==> src/core/nfe_pkg.sv <==
package nfe_pkg;

	// serial frame layout
	localparam logic [7:0]  START_DELIM_C   = 8'h7e;
	localparam logic [7:0]  FRAME_TYPE_C    = 8'h95;
	localparam logic [15:0] RESERVED_C      = 16'hfffe;
	localparam logic [7:0]  NAME_TERM_C     = 8'h00;
	localparam logic [7:0]  CKSUM_BASE_C    = 8'hff;
	localparam logic [7:0]  POS_LEN_HI_C    = 8'd1;
	localparam logic [7:0]  POS_LEN_LO_C    = 8'd2;
	localparam logic [7:0]  POS_TYPE_C      = 8'd3;
	localparam logic [7:0]  POS_SRC_C       = 8'd4;
	localparam logic [7:0]  POS_RES1_C      = 8'd12;
	localparam logic [7:0]  POS_OPT_C       = 8'd14;
	localparam logic [7:0]  POS_RES2_C      = 8'd15;
	localparam logic [7:0]  POS_REM_C       = 8'd17;
	localparam logic [7:0]  POS_NAME_C      = 8'd25;
	localparam logic [7:0]  TRAIL_BASE_C    = 8'd26;
	localparam logic [15:0] LEN_BASE_C      = 16'd31;
	localparam logic [15:0] LEN_TAG_C       = 16'd4;
	localparam logic [15:0] LEN_RSSI_C      = 16'd1;
	localparam int          NAME_MAX_C      = 20;

	// fixed profile and maker codes; values are arbitrary
	localparam logic [15:0] PROFILE_CODE_C  = 16'h0a01;
	localparam logic [15:0] MAKER_CODE_C    = 16'h0b02;

	// delivery method encodings of option bits 7:6
	localparam logic [1:0]  METH_PMP_C      = 2'b01;
	localparam logic [1:0]  METH_DBC_C      = 2'b10;
	localparam logic [1:0]  METH_MESH_C     = 2'b11;

	// register map
	localparam logic [3:0]  ADDR_CTRL_C     = 4'h0;
	localparam logic [3:0]  ADDR_CMD_C      = 4'h4;
	localparam logic [3:0]  ADDR_STAT_C     = 4'h8;
	localparam int          CTRL_TAG_BIT_C  = 0;
	localparam int          CTRL_RSSI_BIT_C = 1;
	localparam logic [31:0] CMD_IDENT_C     = 32'h0000_0001;

	// timing
	localparam longint      CLK_HZ_C        = 50_000_000;
	localparam longint      SYNC_WAIT_S_C   = 30;
	localparam longint      LED_FLASH_MS_C  = 200;
	localparam longint      SYNC_WAIT_CYC_C = SYNC_WAIT_S_C * CLK_HZ_C;
	localparam longint      LED_FLASH_CYC_C = (LED_FLASH_MS_C * CLK_HZ_C) / 1000;

	typedef enum logic [1:0] {
		FSM_IDLE = 2'b01,
		FSM_SEND = 2'b10
	} nfe_fsm_t;

	// one received identification broadcast
	typedef struct packed {
		logic [63:0]             src_addr;
		logic [63:0]             rem_addr;
		logic                    acked;
		logic                    bcast;
		logic [1:0]              method;
		logic [NAME_MAX_C*8-1:0] name;
		logic [7:0]              name_len;
		logic [7:0]              role;
		logic [7:0]              event_code;
		logic [31:0]             kind_tag;
		logic [7:0]              rssi;
	} nfe_rx_t;

endpackage : nfe_pkg
==> src/core/nfe_frame_emitter.sv <==
// What this block does
// emit indicator frame per received identification broadcast
// frame type byte 0x95 at offset 3
// 16-bit length counts bytes between length field and checksum
// sender 64-bit address at offset 4
// reserved fields carry 0xfffe
// options bit0 acked, bit1 broadcast, reserved zero
// delivery method bits never 00
// originator 64-bit address at offset 17
// null-terminated name from offset 25, min one name byte
// network role byte after trailing reserved field
// source event byte follows network role
// fixed profile then maker codes
// device kind tag only when enabled
// signal strength byte before checksum when enabled
// checksum is 0xff minus sum from offset 3
// identify on button press or command one
// identify after thirty seconds awaiting sync
// flash association indicator on each reception
// ascending offsets, multi-byte fields msb first
`timescale 1ns/100ps
`default_nettype none

module nfe_frame_emitter #(
	parameter int unsigned SYNC_WAIT_CYC = 32'(nfe_pkg::SYNC_WAIT_CYC_C),
	parameter int unsigned LED_FLASH_CYC = 32'(nfe_pkg::LED_FLASH_CYC_C)
) (
	input  wire logic           mclk,
	input  wire logic           rst_n,
	input  wire logic [3:0]     reg_addr,
	input  wire logic [31:0]    reg_wdata,
	input  wire logic           reg_wr,
	input  wire logic           reg_rd,
	output logic      [31:0]    reg_rdata,
	input  wire logic           rx_valid,
	input  wire nfe_pkg::nfe_rx_t rx_frame,
	output logic                rx_ready,
	output logic                tx_valid,
	output logic      [7:0]     tx_data,
	input  wire logic           tx_ready,
	input  wire logic           commission_button,
	input  wire logic           sync_wait_active,
	output logic                ident_tx_req,
	output logic                assoc_led
);
	import nfe_pkg::*;

	initial
	begin
		if (SYNC_WAIT_CYC < 2 || LED_FLASH_CYC < 2)
			$error("nfe_frame_emitter: wait counts must be at least two");
	end

	typedef struct packed {
		nfe_fsm_t    fsm;
		nfe_rx_t     rx;
		logic        fr_tag;
		logic        fr_rssi;
		logic [7:0]  pos;
		logic [7:0]  last;
		logic [7:0]  data;
		logic [7:0]  sum;
		logic        tag_en;
		logic        rssi_en;
		logic [31:0] rdata;
		logic [7:0]  frames;
		logic [31:0] led_cnt;
		logic        led;
		logic [31:0] sync_cnt;
		logic        sync_done;
		logic        btn_prev;
		logic        ident;
	} nfe_state_t;

	nfe_state_t state_reg;
	nfe_state_t state_next;

	// byte count between length field and checksum
	function automatic logic [15:0] frame_len(input logic [7:0] n, input logic tag, input logic rssi);
		frame_len = 16'(n) + LEN_BASE_C + (tag ? LEN_TAG_C : 16'd0) + (rssi ? LEN_RSSI_C : 16'd0);
	endfunction : frame_len

	// content byte at a given frame offset, checksum excluded
	function automatic logic [7:0] byte_at(input nfe_state_t s, input logic [7:0] p);
		logic [15:0] len;
		logic [7:0]  n;
		logic [7:0]  r;
		logic [7:0]  b;
		len = frame_len(s.rx.name_len, s.fr_tag, s.fr_rssi);
		n = s.rx.name_len;
		r = p - n - TRAIL_BASE_C;
		b = 8'h00;
		if (p == 8'd0)
			b = START_DELIM_C;
		else if (p == POS_LEN_HI_C)
			b = len[15:8];
		else if (p == POS_LEN_LO_C)
			b = len[7:0];
		else if (p == POS_TYPE_C)
			b = FRAME_TYPE_C;
		else if (p < POS_RES1_C)
			b = 8'(s.rx.src_addr >> {8'(POS_RES1_C - 8'd1 - p), 3'b000});
		else if (p == POS_RES1_C || p == POS_RES2_C)
			b = RESERVED_C[15:8];
		else if (p == POS_RES1_C + 8'd1 || p == POS_RES2_C + 8'd1)
			b = RESERVED_C[7:0];
		else if (p == POS_OPT_C)
			b = {s.rx.method, 4'b0000, s.rx.bcast, s.rx.acked};
		else if (p < POS_NAME_C)
			b = 8'(s.rx.rem_addr >> {8'(POS_NAME_C - 8'd1 - p), 3'b000});
		else if (p < POS_NAME_C + n)
			b = 8'(s.rx.name >> {8'(p - POS_NAME_C), 3'b000});
		else if (p == POS_NAME_C + n)
			b = NAME_TERM_C;
		else
		begin
			case (r)
				8'd0:    b = RESERVED_C[15:8];
				8'd1:    b = RESERVED_C[7:0];
				8'd2:    b = s.rx.role;
				8'd3:    b = s.rx.event_code;
				8'd4:    b = PROFILE_CODE_C[15:8];
				8'd5:    b = PROFILE_CODE_C[7:0];
				8'd6:    b = MAKER_CODE_C[15:8];
				8'd7:    b = MAKER_CODE_C[7:0];
				default:
				begin
					if (s.fr_tag && r < 8'd12)
						b = 8'(s.rx.kind_tag >> {8'(8'd11 - r), 3'b000});
					else if (s.fr_rssi)
						b = s.rx.rssi;
					else
						b = 8'h00;
				end
			endcase
		end
		byte_at = b;
	endfunction : byte_at

	// next-state logic for bus, triggers, indicator and framer
	always_comb
	begin
		logic [7:0]  sum_n;
		logic [15:0] len;
		nfe_rx_t     rx_fix;
		sum_n = 8'h00;
		len = 16'h0000;
		rx_fix = rx_frame;
		state_next = state_reg;
		state_next.ident = 1'b0;
		state_next.btn_prev = commission_button;
		state_next.rdata = 32'h0000_0000;

		// register writes
		if (reg_wr)
		begin
			case (reg_addr)
				ADDR_CTRL_C:
				begin
					state_next.tag_en = reg_wdata[CTRL_TAG_BIT_C];
					state_next.rssi_en = reg_wdata[CTRL_RSSI_BIT_C];
				end
				ADDR_CMD_C:
					if (reg_wdata == CMD_IDENT_C)
						state_next.ident = 1'b1;
				default:
					state_next.ident = state_next.ident;
			endcase
		end

		// register reads, data valid in the following cycle only
		if (reg_rd)
		begin
			case (reg_addr)
				ADDR_CTRL_C: state_next.rdata = {30'h0, state_reg.rssi_en, state_reg.tag_en};
				ADDR_STAT_C: state_next.rdata = {16'h0, state_reg.frames, 6'h0, state_reg.led,
					state_reg.fsm == FSM_SEND};
				default:     state_next.rdata = 32'h0000_0000;
			endcase
		end

		// single button press identifies this node
		if (commission_button && !state_reg.btn_prev)
			state_next.ident = 1'b1;

		// sleep node awake too long waiting for sync identifies itself once
		if (sync_wait_active)
		begin
			if (!state_reg.sync_done)
			begin
				state_next.sync_cnt = state_reg.sync_cnt + 32'd1;
				if (state_reg.sync_cnt == SYNC_WAIT_CYC - 32'd1)
				begin
					state_next.ident = 1'b1;
					state_next.sync_done = 1'b1;
				end
			end
		end
		else
		begin
			state_next.sync_cnt = 32'h0;
			state_next.sync_done = 1'b0;
		end

		// indicator hold timer
		if (state_reg.led_cnt != 32'h0)
			state_next.led_cnt = state_reg.led_cnt - 32'd1;
		else
			state_next.led = 1'b0;

		// framer
		case (state_reg.fsm)
			FSM_IDLE:
			begin
				if (rx_valid)
				begin
					if (rx_fix.method == 2'b00)
						rx_fix.method = METH_PMP_C;
					if (rx_fix.name_len == 8'd0)
						rx_fix.name_len = 8'd1;
					else if (rx_fix.name_len > 8'(NAME_MAX_C))
						rx_fix.name_len = 8'(NAME_MAX_C);
					len = frame_len(rx_fix.name_len, state_reg.tag_en, state_reg.rssi_en);
					state_next.rx = rx_fix;
					state_next.fr_tag = state_reg.tag_en;
					state_next.fr_rssi = state_reg.rssi_en;
					state_next.pos = 8'd0;
					state_next.last = POS_TYPE_C + len[7:0];
					state_next.data = START_DELIM_C;
					state_next.sum = 8'h00;
					state_next.fsm = FSM_SEND;
					state_next.led = 1'b1;
					state_next.led_cnt = LED_FLASH_CYC - 32'd1;
				end
			end
			FSM_SEND:
			begin
				if (tx_ready)
				begin
					if (state_reg.pos == state_reg.last)
					begin
						state_next.fsm = FSM_IDLE;
						state_next.frames = state_reg.frames + 8'd1;
					end
					else
					begin
						sum_n = (state_reg.pos >= POS_TYPE_C) ? state_reg.sum + state_reg.data : state_reg.sum;
						state_next.sum = sum_n;
						state_next.pos = state_reg.pos + 8'd1;
						if (state_reg.pos + 8'd1 == state_reg.last)
							state_next.data = CKSUM_BASE_C - sum_n;
						else
							state_next.data = byte_at(state_reg, state_reg.pos + 8'd1);
					end
				end
			end
			default:
				state_next.fsm = FSM_IDLE;
		endcase
	end

	// state register
	always_ff @(posedge mclk)
	begin
		if (!rst_n)
		begin
			state_reg <= '0;
			state_reg.fsm <= FSM_IDLE;
		end
		else
			state_reg <= state_next;
	end

	// port drive
	assign rx_ready = state_reg.fsm == FSM_IDLE;
	assign tx_valid = state_reg.fsm == FSM_SEND;
	assign tx_data = state_reg.data;
	assign reg_rdata = state_reg.rdata;
	assign ident_tx_req = state_reg.ident;
	assign assoc_led = state_reg.led;

	logic fire;
	assign fire = tx_valid && tx_ready;
endmodule : nfe_frame_emitter

`default_nettype wire

==> config.mk <==
export PLATFORM = sky130hd
export DESIGN_NAME = nfe_frame_emitter
export DESIGN_NICKNAME = d
export VERILOG_FILES = /design/src/core/nfe_pkg.sv /design/src/core/nfe_frame_emitter.sv
export SDC_FILE = /design/constraint.sdc
export NUM_CORES = 1
export LEC_CHECK = 0
export ABC_AREA = 0
export BUFFER_PORTS_ARGS = -buffer_cell sky130_fd_sc_hd__buf_2
export CAP_MARGIN = 20
export CORE_ASPECT_RATIO = 1.4
export CORE_MARGIN = 1.5
export CORE_UTILIZATION = 40
export DETAILED_ROUTE_END_ITERATION = 8
export PLACE_DENSITY = 0.7
export SYNTH_ARGS = -nofsm -noshare
export SYNTH_HDL_FRONTEND = slang
export SYNTH_SLANG_ARGS = --single-unit
==> constraint.sdc <==
create_clock -name mclk -period 4.9 [get_ports mclk]
set_input_delay 0.98 -clock mclk [delete_from_list [all_inputs] [get_ports mclk]]
set_output_delay 0.98 -clock mclk [all_outputs]
set_load 0.005 [all_outputs]
Yosys cells after proc, flatten, opt, wreduce, memory -nomap -nowiden
Cells that the tools add are included. W data, S select, Z words.

Input bits: 400. Output and inout bits: 44. Bits in registers: 502.

Shifts and indexed selects: 4. Multiplexer cells: 49. Equal/unequal tests: 28. Add/sub/neg operators: 20. Magnitude comparators: 6. Reduce and logical (&&, ||, !) cells: 19.

Operator list (count): $mux W392 (1); $mux W8 (21); $shr A160 B11 Y8 (1); $shr A64 B11 Y8 (2); $mux W33 (2); $pmux W16 S2 (2); $pmux W8 S8 (1); $add A32 B1 Y32 const B (1); $eq A32 B1 Y1 const B (1); $eq A32 B31 Y1 const B (1); $eq A8 B2 Y1 const B (4); $eq A8 B3 Y1 const B (4); $eq A8 B4 Y1 const B (4); $mux W16 (2); $mux W32 (1); $reduce_bool A32 Y1 (1); $shr A32 B11 Y8 (1); $sub A32 B1 Y32 const B (1); $eq A8 B8 Y1 (3); $logic_not A8 Y1 (3); $add A8 B1 Y8 const B (2); $eq A8 B1 Y1 const B (2); $lt A8 B4 Y1 const B (2); $pmux W8 S2 (1); other kinds (38) (62).

Depth between registers and ports, before layout
Gate-level depths: netlist of run 1.

Depth in word-level cells: 22. Gate-level depth with buffers: 20.

Worst setup path after synthesis of run 1
No wires, ideal clock.

Path type: reg2reg. Start: register state_reg[135] in the netlist's numbering. End: register state_reg (netlist bit tx_data[6]). Cell stages (with the launch flop): 17. Library setup time: 133 ps. Arrival: 4078 ps. Slack: 688 ps. Required time: 4767 ps. Path through: dfxtp_1 > clkbuf_1 > nand3_1 > xor2_1 > inv_1 > clkbuf_1 > ha_1 > ha_1 > or2_2 > a21oi_1 > mux2i_1 > or2_2 > a32oi_1 > nor2_1 > a221o_1 > a2111oi_0 > nor3_1.

Word-level cells in the longest chain between the ends: 22. Elaborated cells on any way between the ends: 60. Classes of those cells: add/sub (8); order compare (5); eq/ne (19); shift (4); mux (18); reduce/logical (6).

RTL lines: start: declaration (line nfe_frame_emitter.sv:75) `nfe_state_t state_reg;`; start signal: assignment (line nfe_frame_emitter.sv:271) `state_reg <= state_next;`; $add A8 B1 Y8 (line nfe_frame_emitter.sv:250, nfe_frame_emitter.sv:253); $sub A8 B8 Y8 (line nfe_frame_emitter.sv:91) `r = p - n - TRAIL_BASE_C;`; $sub A8 B5 Y8 (line nfe_frame_emitter.sv:91); $sub A4 B8 Y8 / $lt A8 B4 Y1 (equally long branches) (line nfe_frame_emitter.sv:129, nfe_frame_emitter.sv:128); $shr A32 B11 Y8 / $logic_and A1 B1 Y1 (equally long branches) (line nfe_frame_emitter.sv:129, nfe_frame_emitter.sv:128); $mux W8 (line nfe_frame_emitter.sv:128) `if (s.fr_tag && r < 8'd12)`; $pmux W8 S8 (line nfe_frame_emitter.sv:117) `case (r)`; $mux W8 (line nfe_frame_emitter.sv:113) `else if (p == POS_NAME_C + n)`; [... 6 more ...]; $mux W8 (line nfe_frame_emitter.sv:99) `else if (p == POS_TYPE_C)`; $mux W8 (line nfe_frame_emitter.sv:97) `else if (p == POS_LEN_LO_C)`; $mux W8 (line nfe_frame_emitter.sv:95) `else if (p == POS_LEN_HI_C)`; $mux W8 (line nfe_frame_emitter.sv:93) `if (p == 8'd0)`; $mux W8 (line nfe_frame_emitter.sv:250) `if (state_reg.pos + 8'd1 == state_reg.last)`; $mux W16 (line nfe_frame_emitter.sv:240) `if (state_reg.pos == state_reg.last)`; $mux W16 (line nfe_frame_emitter.sv:238) `if (tx_ready)`; $pmux W16 S2 (line nfe_frame_emitter.sv:212) `case (state_reg.fsm)`.

Parallel ways exist; a longest one is shown, timed or not. The select of a mux whose other input is x is not followed. A chain may end at the register's enable or synchronous reset.

Worst setup path in the final report of run 1
Start: register state_reg[135] in the netlist's numbering. End: register state_reg (netlist bit tx_data[4]).

Same word-level chain as after synthesis.

==> results of run 1 <==
## final cells by class
| class | instances | area, um2 |
|---|---|---|
| Clock buffer | 65 | 1400 |
| Multi-Input combinational cell | 1364 | 11000 |
| Tap cell | 714 | 893 |
| Fill cell | 5015 | 27400 |
| Antenna cell | 23 | 57.6 |
| Inverter | 51 | 191 |
| Timing Repair Buffer | 453 | 2420 |
| Sequential cell | 480 | 9610 |
| Clock inverter | 25 | 332 |
## kinds of logic (layout without fill, tap and decap cells)
| logic type | after synthesis | after routing | share of synthesized area [%] |
|---|---|---|---|
| other cells | 1 | 45 | 0.0173 |
| mux | 109 | 109 | 10.0 |
| simple gates | 450 | 450 | 10.5 |
| buf+inv | 239 | 594 | 5.07 |
| fa+ha+maj | 55 | 55 | 3.29 |
| compound gates | 624 | 624 | 22.3 |
| xor+xnor | 104 | 104 | 4.35 |
| flops | 480 | 480 | 44.4 |
## stage by stage
| step | util, % | hold WS, ns | cell area [um2] |
|---|---|---|---|
| after floorplan | - | 0.437 | 21700 |
| after global placement | 45.2 | 0.443 | 24100 |
| after detailed placement | 45.2 | 0.454 | 24100 |
| after CTS | 48.5 | 0.468 | 25800 |
| after global routing | 48.6 | 0.487 | 25900 |
| final | 48.6 | 0.467 | 25900 |
## where the power goes
group,total (mW),internal [mW],switching (mW)
Clock,4.01,2.38,1.63
Combinational,0.957,0.467,0.489
Sequential,4.30,4.14,0.160
Total,9.27,6.99,2.28
## what timing repair did
action	in CTS	in global routing
setup buffers	0	0
resized for setup	0	1
setup endpoints to repair	0	1
hold buffers	0	0
## worst reg2reg max path, stage by stage (launching register included)
cell	delay, ns
dfxtp_1	0.62
ha_1	0.26
buf_4	0.29
xnor2_1	0.30
xnor2_1	0.20
fa_1	0.50
a21o_1	0.22
a21oi_1	0.31
o21ai_0	0.25
xnor2_2	0.22
o2111a_1	0.29
or4b_1	0.56
a31oi_1	0.27
o211ai_1	0.15
a21boi_1	0.15
## per-layer routing
| metal | share of wire, % | vias to the layer above | global-route usage [%] |
|---|---|---|---|
| li1 | - | 8424 | - |
| met1 | 39 | 8794 | 27.1 |
| met2 | 51 | 615 | 41.3 |
| met3 | 5.7 | 151 | 4.63 |
| met4 | 4.7 | 4 | 12.5 |
| met5 | 0.036 | - | 0 |
## cell usage in the layout (no fill, tap or decap), types with 27 or more instances in the layout
cell	n
dfxtp_1	479
buf_2	421
a22o_1	349
nor2_1	137
a21oi_1	89
nand2_1	88
mux4_2	86
xnor2_1	60
o21ai_0	58
ha_1	52
clkbuf_16	49
inv_1	48
xor2_1	41
nand3_1	35
buf_4	27
## how the worst max path moves through the flow
stage / end / slack, ns
detailed placement: tx_data[4] / 0.37
finish: tx_data[4] / 0.23
CTS: tx_data[4] / 0.32
floorplan: tx_data[6] / 0.69
global placement: tx_data[2] / 0.45
global route: tx_data[4] / 0.02
==> run_results.csv, run 1 <==
group,metric,value,unit
outcome,status,"finished clean",
floorplan,initial_core_util,40.6,%
worst_hold_path,hold_path_depth,1,
power,totalPowerFinal,9.27,mW
logic_synthesis,yosys_warnings,0,
setup_path,critPathCaptureType,"flop",
finish,fin_cells,3175,
floorplan,dieArea,55500,um2
place,post-place-cells,3061,
setup_path,r2r_cells,14,
clocking,cts.sinks,480,
logic_synthesis,synth_area,21600,um2
global_routing,grt_overflow,0,
setup_path,timing.rr.start,"state_reg[135]",
place,gp_congestion,0.994,
global_routing,grt_pass1_vias,18000,
setup_path,crit_arrival,5.17,ns
logic_synthesis,avgSynthCellArea,10.5,um2
clocking,htreeDepth,2,
floorplan,row_count,100,
logic_synthesis,synth-edff-count,0,
setup_path,r2r_end,"tx_data[4]",
floorplan,ios,444,
routing,viasPerCell,5.67,
logic_synthesis,synth_top_area_share,44.4,%
worst_hold_path,hold_class,"flop to flop",
logic_synthesis,yosys.area.top_type,"dfxtp_1",
routing,drt_iter0_drc,1006,
routing,drc,0,
sta,max_slew_margin,31.7,%
worst_hold_path,min_to,"reg_rdata[15]",
global_routing,grt_pass1_wl,102,mm
routing,wire_per_inst,21.1,um
logic_synthesis,synth_common_cells,"dfxtp_1, a22o_1, nor2_1, clkbuf_1, a21oi_1",
clocking,numCtsBuffers,48,
clocking,worstSkewPairLatency,0.59,ns
floorplan,core,53300,um2
logic_synthesis,yosysUniqueCellTypes,81,
setup_path,worst-path-stages,14,
logic_synthesis,synth_top_flop_cell,"dfxtp_1",
routing,vias,18000,
sta,rsz0062_at_grt,"no",
sta,drv_slew,0,
power,p_leak,10.7,nW
place,post-dp-hpwl,49.1,mm
sta,finClkSkew,0.0254,ns
finish,area_delta_synth_final,19.9,%
logic_synthesis,syn-instance-count,2062,
setup_path,cp_num_buf_inv,1,
global_routing,grt_use_total,23.7,%
setup_path,critPathLaunchType,"flop",
setup_path,crit_top_cell,"xnor2_1",
setup_path,reg2reg_slack,0.23,ns
logic_synthesis,async_flop_share,0,%
place,port_buffers,421,
clocking,clockBufferDepth,3,
sta,worst_slack,0.233,ns
flow_run,max_cap_viol_count,0,
logic_synthesis,synth_most_common_cell,"dfxtp_1",
clocking,cts.clk_slew.worst_paths,0.07,ns
sta,fin_tns_setup,0,ns
finish,layout-drive-gt1-share,26.8,%
clocking,root_buffer,"clkbuf_16",
setup_path,worst-setup-path-type,"flop to flop",
sta,fin_crit,4.67,ns
logic_synthesis,synthTopCellsByArea,"dfxtp_1, a22o_1, mux4_2",
setup_path,crit_required,5.41,ns
clocking,cts_tree,"yes",
sta,hold_viol_final,0,
setup_path,startpoint,"state_reg[135]",
setup_path,cp_max_fo,26,
setup_path,cp_slowest_cell,"dfxtp_1",
place,pre_cts_ws,0.373,ns
global_routing,grt_antenna_before_repair,25,
sta,setup_viol,0,
sta,worst_pin_slew,1.02,ns
power,ir_worst_vdd,0.000267,V
setup_path,cp_slowest_stage_delay,0.62,ns
finish,largest_reg_flops,460,
logic_synthesis,ys_ff_latch,480,
finish,nNetsFinal,2853,
global_routing,grt_max_degree,178,
routing,wirelength,67.1,mm
worst_hold_path,min_from,"state_reg[75]",
setup_path,cp_cell_sequence,"ha_1 -> buf_4 -> xnor2_1 -> xnor2_1 -> fa_1 -> a21o_1 -> a21oi_1 -> o21ai_0 -> xnor2_2 -> o2111a_1 -> or4b_1 -> a31oi_1 -> o211ai_1 -> a21boi_1",
floorplan,die_y,278,um
sta,fmax,0.214,GHz
routing,drtPass1Iterations,5,
routing,drtAntennaViolNets,0,
power,powerDensity,358,nW/um2
logic_synthesis,synth-seq-area-share,44.4,%
sta,period_share,95.2,%
floorplan,die_w,200,um
setup_path,cp_top_family,"compound AO/OA/AOI/OAI gates",
Note: power is estimated with default switching activity, not from simulation.
==> inputs of run 2 (changes only) <==
- RECOVER_POWER: unset -> 25
==> run 2 against run 1 <==
The run now ends with max-capacitance violations, max-slew violations left. Critical path type unchanged. Combinational power decreased by 0.8%. Fmax grew 0.50%. Sequential share of layout area rose by 0.12 points. Clock-buffer cell count unchanged. Largest power group unchanged. First-iteration DRC count fell by 1.3%.
==> run_results.csv, run 2 (same netlist as run 1, synthesis figures left out) <==
group,metric,value,unit
outcome,status,"complete, but fails checks",
outcome,violations,"max-capacitance violations, max-slew violations",
floorplan,initial_core_util,40.6,%
setup_path,crit_arrival,5.15,ns
clocking,cts.sinks,480,
global_routing,grt_overflow,0,
finish,layout_common_cells,"dfxtp_1, buf_2, a22o_1",
routing,viasPerCell,5.66,
place,dpl_cell_area,24100,um2
global_routing,grt_max_degree,178,
setup_path,crit_required,5.41,ns
place,gp_congestion,0.994,
floorplan,ios,444,
clocking,cts.clk_slew.worst_paths,0.07,ns
routing,vias,18000,
global_routing,grt_use_total,23.7,%
setup_path,r2r_end,"tx_data[4]",
routing,drt_iter0_drc,993,
sta,fmax,0.215,GHz
setup_path,worst-setup-path-type,"flop to flop",
worst_hold_path,min_from,"state_reg[75]",
clocking,root_buffer,"clkbuf_16",
floorplan,die_y,278,um
finish,largest_reg_flops,460,
place,post-dp-hpwl,49.1,mm
power,ir_worst_vdd,0.000266,V
setup_path,cp_top_family,"compound AO/OA/AOI/OAI gates",
sta,drv_slew,252,
clocking,cts_resized,0,
setup_path,cp_cell_sequence,"ha_1 -> buf_4 -> xnor2_1 -> xnor2_1 -> fa_1 -> a21o_1 -> a21oi_1 -> o21ai_0 -> xnor2_2 -> o2111a_1 -> or4b_1 -> a31oi_1 -> o211ai_1 -> a21boi_1",
power,p_leak,10.6,nW
worst_hold_path,hold_path_depth,1,
finish,final_common_cell,"dfxtp_1",
global_routing,grt_pass1_wl,102,mm
setup_path,cp_max_fo,26,
floorplan,dieArea,55500,um2
clocking,worstSkewPairLatency,0.59,ns
setup_path,critPathCaptureType,"flop",
sta,finClkSkew,0.0253,ns
clocking,numCtsBuffers,48,
floorplan,core,53300,um2
finish,final_area,25800,um2
sta,fin_crit,4.64,ns
routing,drtAntennaViolNets,0,
sta,fin_tns_setup,0,ns
finish,n_fill_cell,5029,
setup_path,r2r_cells,14,
finish,nNetsFinal,2853,
setup_path,cp_slowest_cell,"dfxtp_1",
routing,wirelength,67.2,mm
sta,max_slew_margin,-35.2,%
global_routing,grt_pass1_vias,18000,
clocking,htreeDepth,2,
setup_path,crit_top_cell,"xnor2_1",
setup_path,timing.rr.start,"state_reg[135]",
floorplan,row_count,100,
finish,area_delta_synth_final,19.5,%
clocking,cts_tree,"yes",
setup_path,critPathLaunchType,"flop",
sta,rsz0062_at_grt,"no",
routing,drc,0,
sta,period_share,94.8,%
sta,worst_pin_slew,2.03,ns
finish,layout-drive-gt1-share,25.6,%
setup_path,cp_num_buf_inv,1,
worst_hold_path,min_to,"reg_rdata[15]",
setup_path,cp_slowest_stage_delay,0.60,ns
sta,setup_viol,0,
power,powerDensity,359,nW/um2
clocking,ctsHoldBuffers,0,
setup_path,reg2reg_slack,0.26,ns
routing,wire_per_inst,21.2,um
clocking,clockBufferDepth,3,
worst_hold_path,hold_class,"flop to flop",
flow_run,max_cap_viol_count,3,
routing,drtPass1Iterations,6,
global_routing,grt_antenna_before_repair,25,
sta,hold_viol_final,0,
clocking,postCtsSetupRepairBufs,0,
floorplan,die_w,200,um
place,port_buffers,421,
run 2: cell count changes in the layout (fill, tap and decap cells not counted), sizes merged:
cell and change:
buf -28, clkbuf +28
run 2: worst max path at each step:
stage               cells past startpoint            from    endpoint  slack [ns]
detailed placement                     14  state_reg[135]  tx_data[4]        0.37
finish                                 14  state_reg[135]  tx_data[4]        0.26
CTS                                    14  state_reg[135]  tx_data[4]        0.32
floorplan                              16  state_reg[135]  tx_data[6]        0.69
global placement                       15  state_reg[135]  tx_data[2]        0.45
global route                           14  state_reg[135]  tx_data[4]        0.02
run 2: cell type report:
cell class	count	area, um2	area share (%)
flip-flops and latches	480	9610	37.2
repair buffers	453	2340	9.05
multi-input cells	1364	11000	42.6
inverters	51	191	0.741
clock inverters	25	332	1.28
well taps	714	893	3.46
clock buffers	65	1400	5.40
diodes	23	57.6	0.223
run 2: through the flow:
| step | worst slack, ns | power, mW | instances | utilization (%) | hold WS, ns |
|---|---|---|---|---|---|
| floorplan | 0.688 | 4.95 | 2083 | - | 0.437 |
| global placement | 0.452 | 5.30 | 3061 | 45.2 | 0.443 |
| detailed placement | 0.373 | 5.33 | 3061 | 45.2 | 0.454 |
| CTS | 0.315 | 9.34 | 3151 | 48.5 | 0.468 |
| global route | 0.0170 | 9.61 | 3175 | 48.5 | 0.487 |
| finish | 0.256 | 9.27 | 3175 | 48.5 | 0.472 |
run 2: per-layer routing:
layer / share of wire (%) / routed length, um / up-vias / global-route usage [%]
li1: - / - / 8426 / -
met1: 38 / 25800 / 8723 / 27.1
met2: 51 / 34200 / 664 / 41.3
met3: 6.0 / 4030 / 160 / 4.63
met4: 4.8 / 3230 / 4 / 12.5
met5: 0.036 / 24 / - / 0
run 2: power breakdown:
group | internal (mW) | switching [mW]
Combinational | 0.460 | 0.489
Sequential | 4.14 | 0.161
Clock | 2.38 | 1.64
run 2: worst register-to-register path, delay by kind of cell (launching register included):
| kind | cells | cell delay, ns |
|---|---|---|
| DFF | 1 | 0.60 |
| buffers and inverters | 1 | 0.28 |
| AOI/OAI and AO/OA | 7 | 1.64 |
| and+or+nand+nor | 1 | 0.56 |
| adders and majority gates | 2 | 0.76 |
| xor gates and xnor gates | 3 | 0.72 |
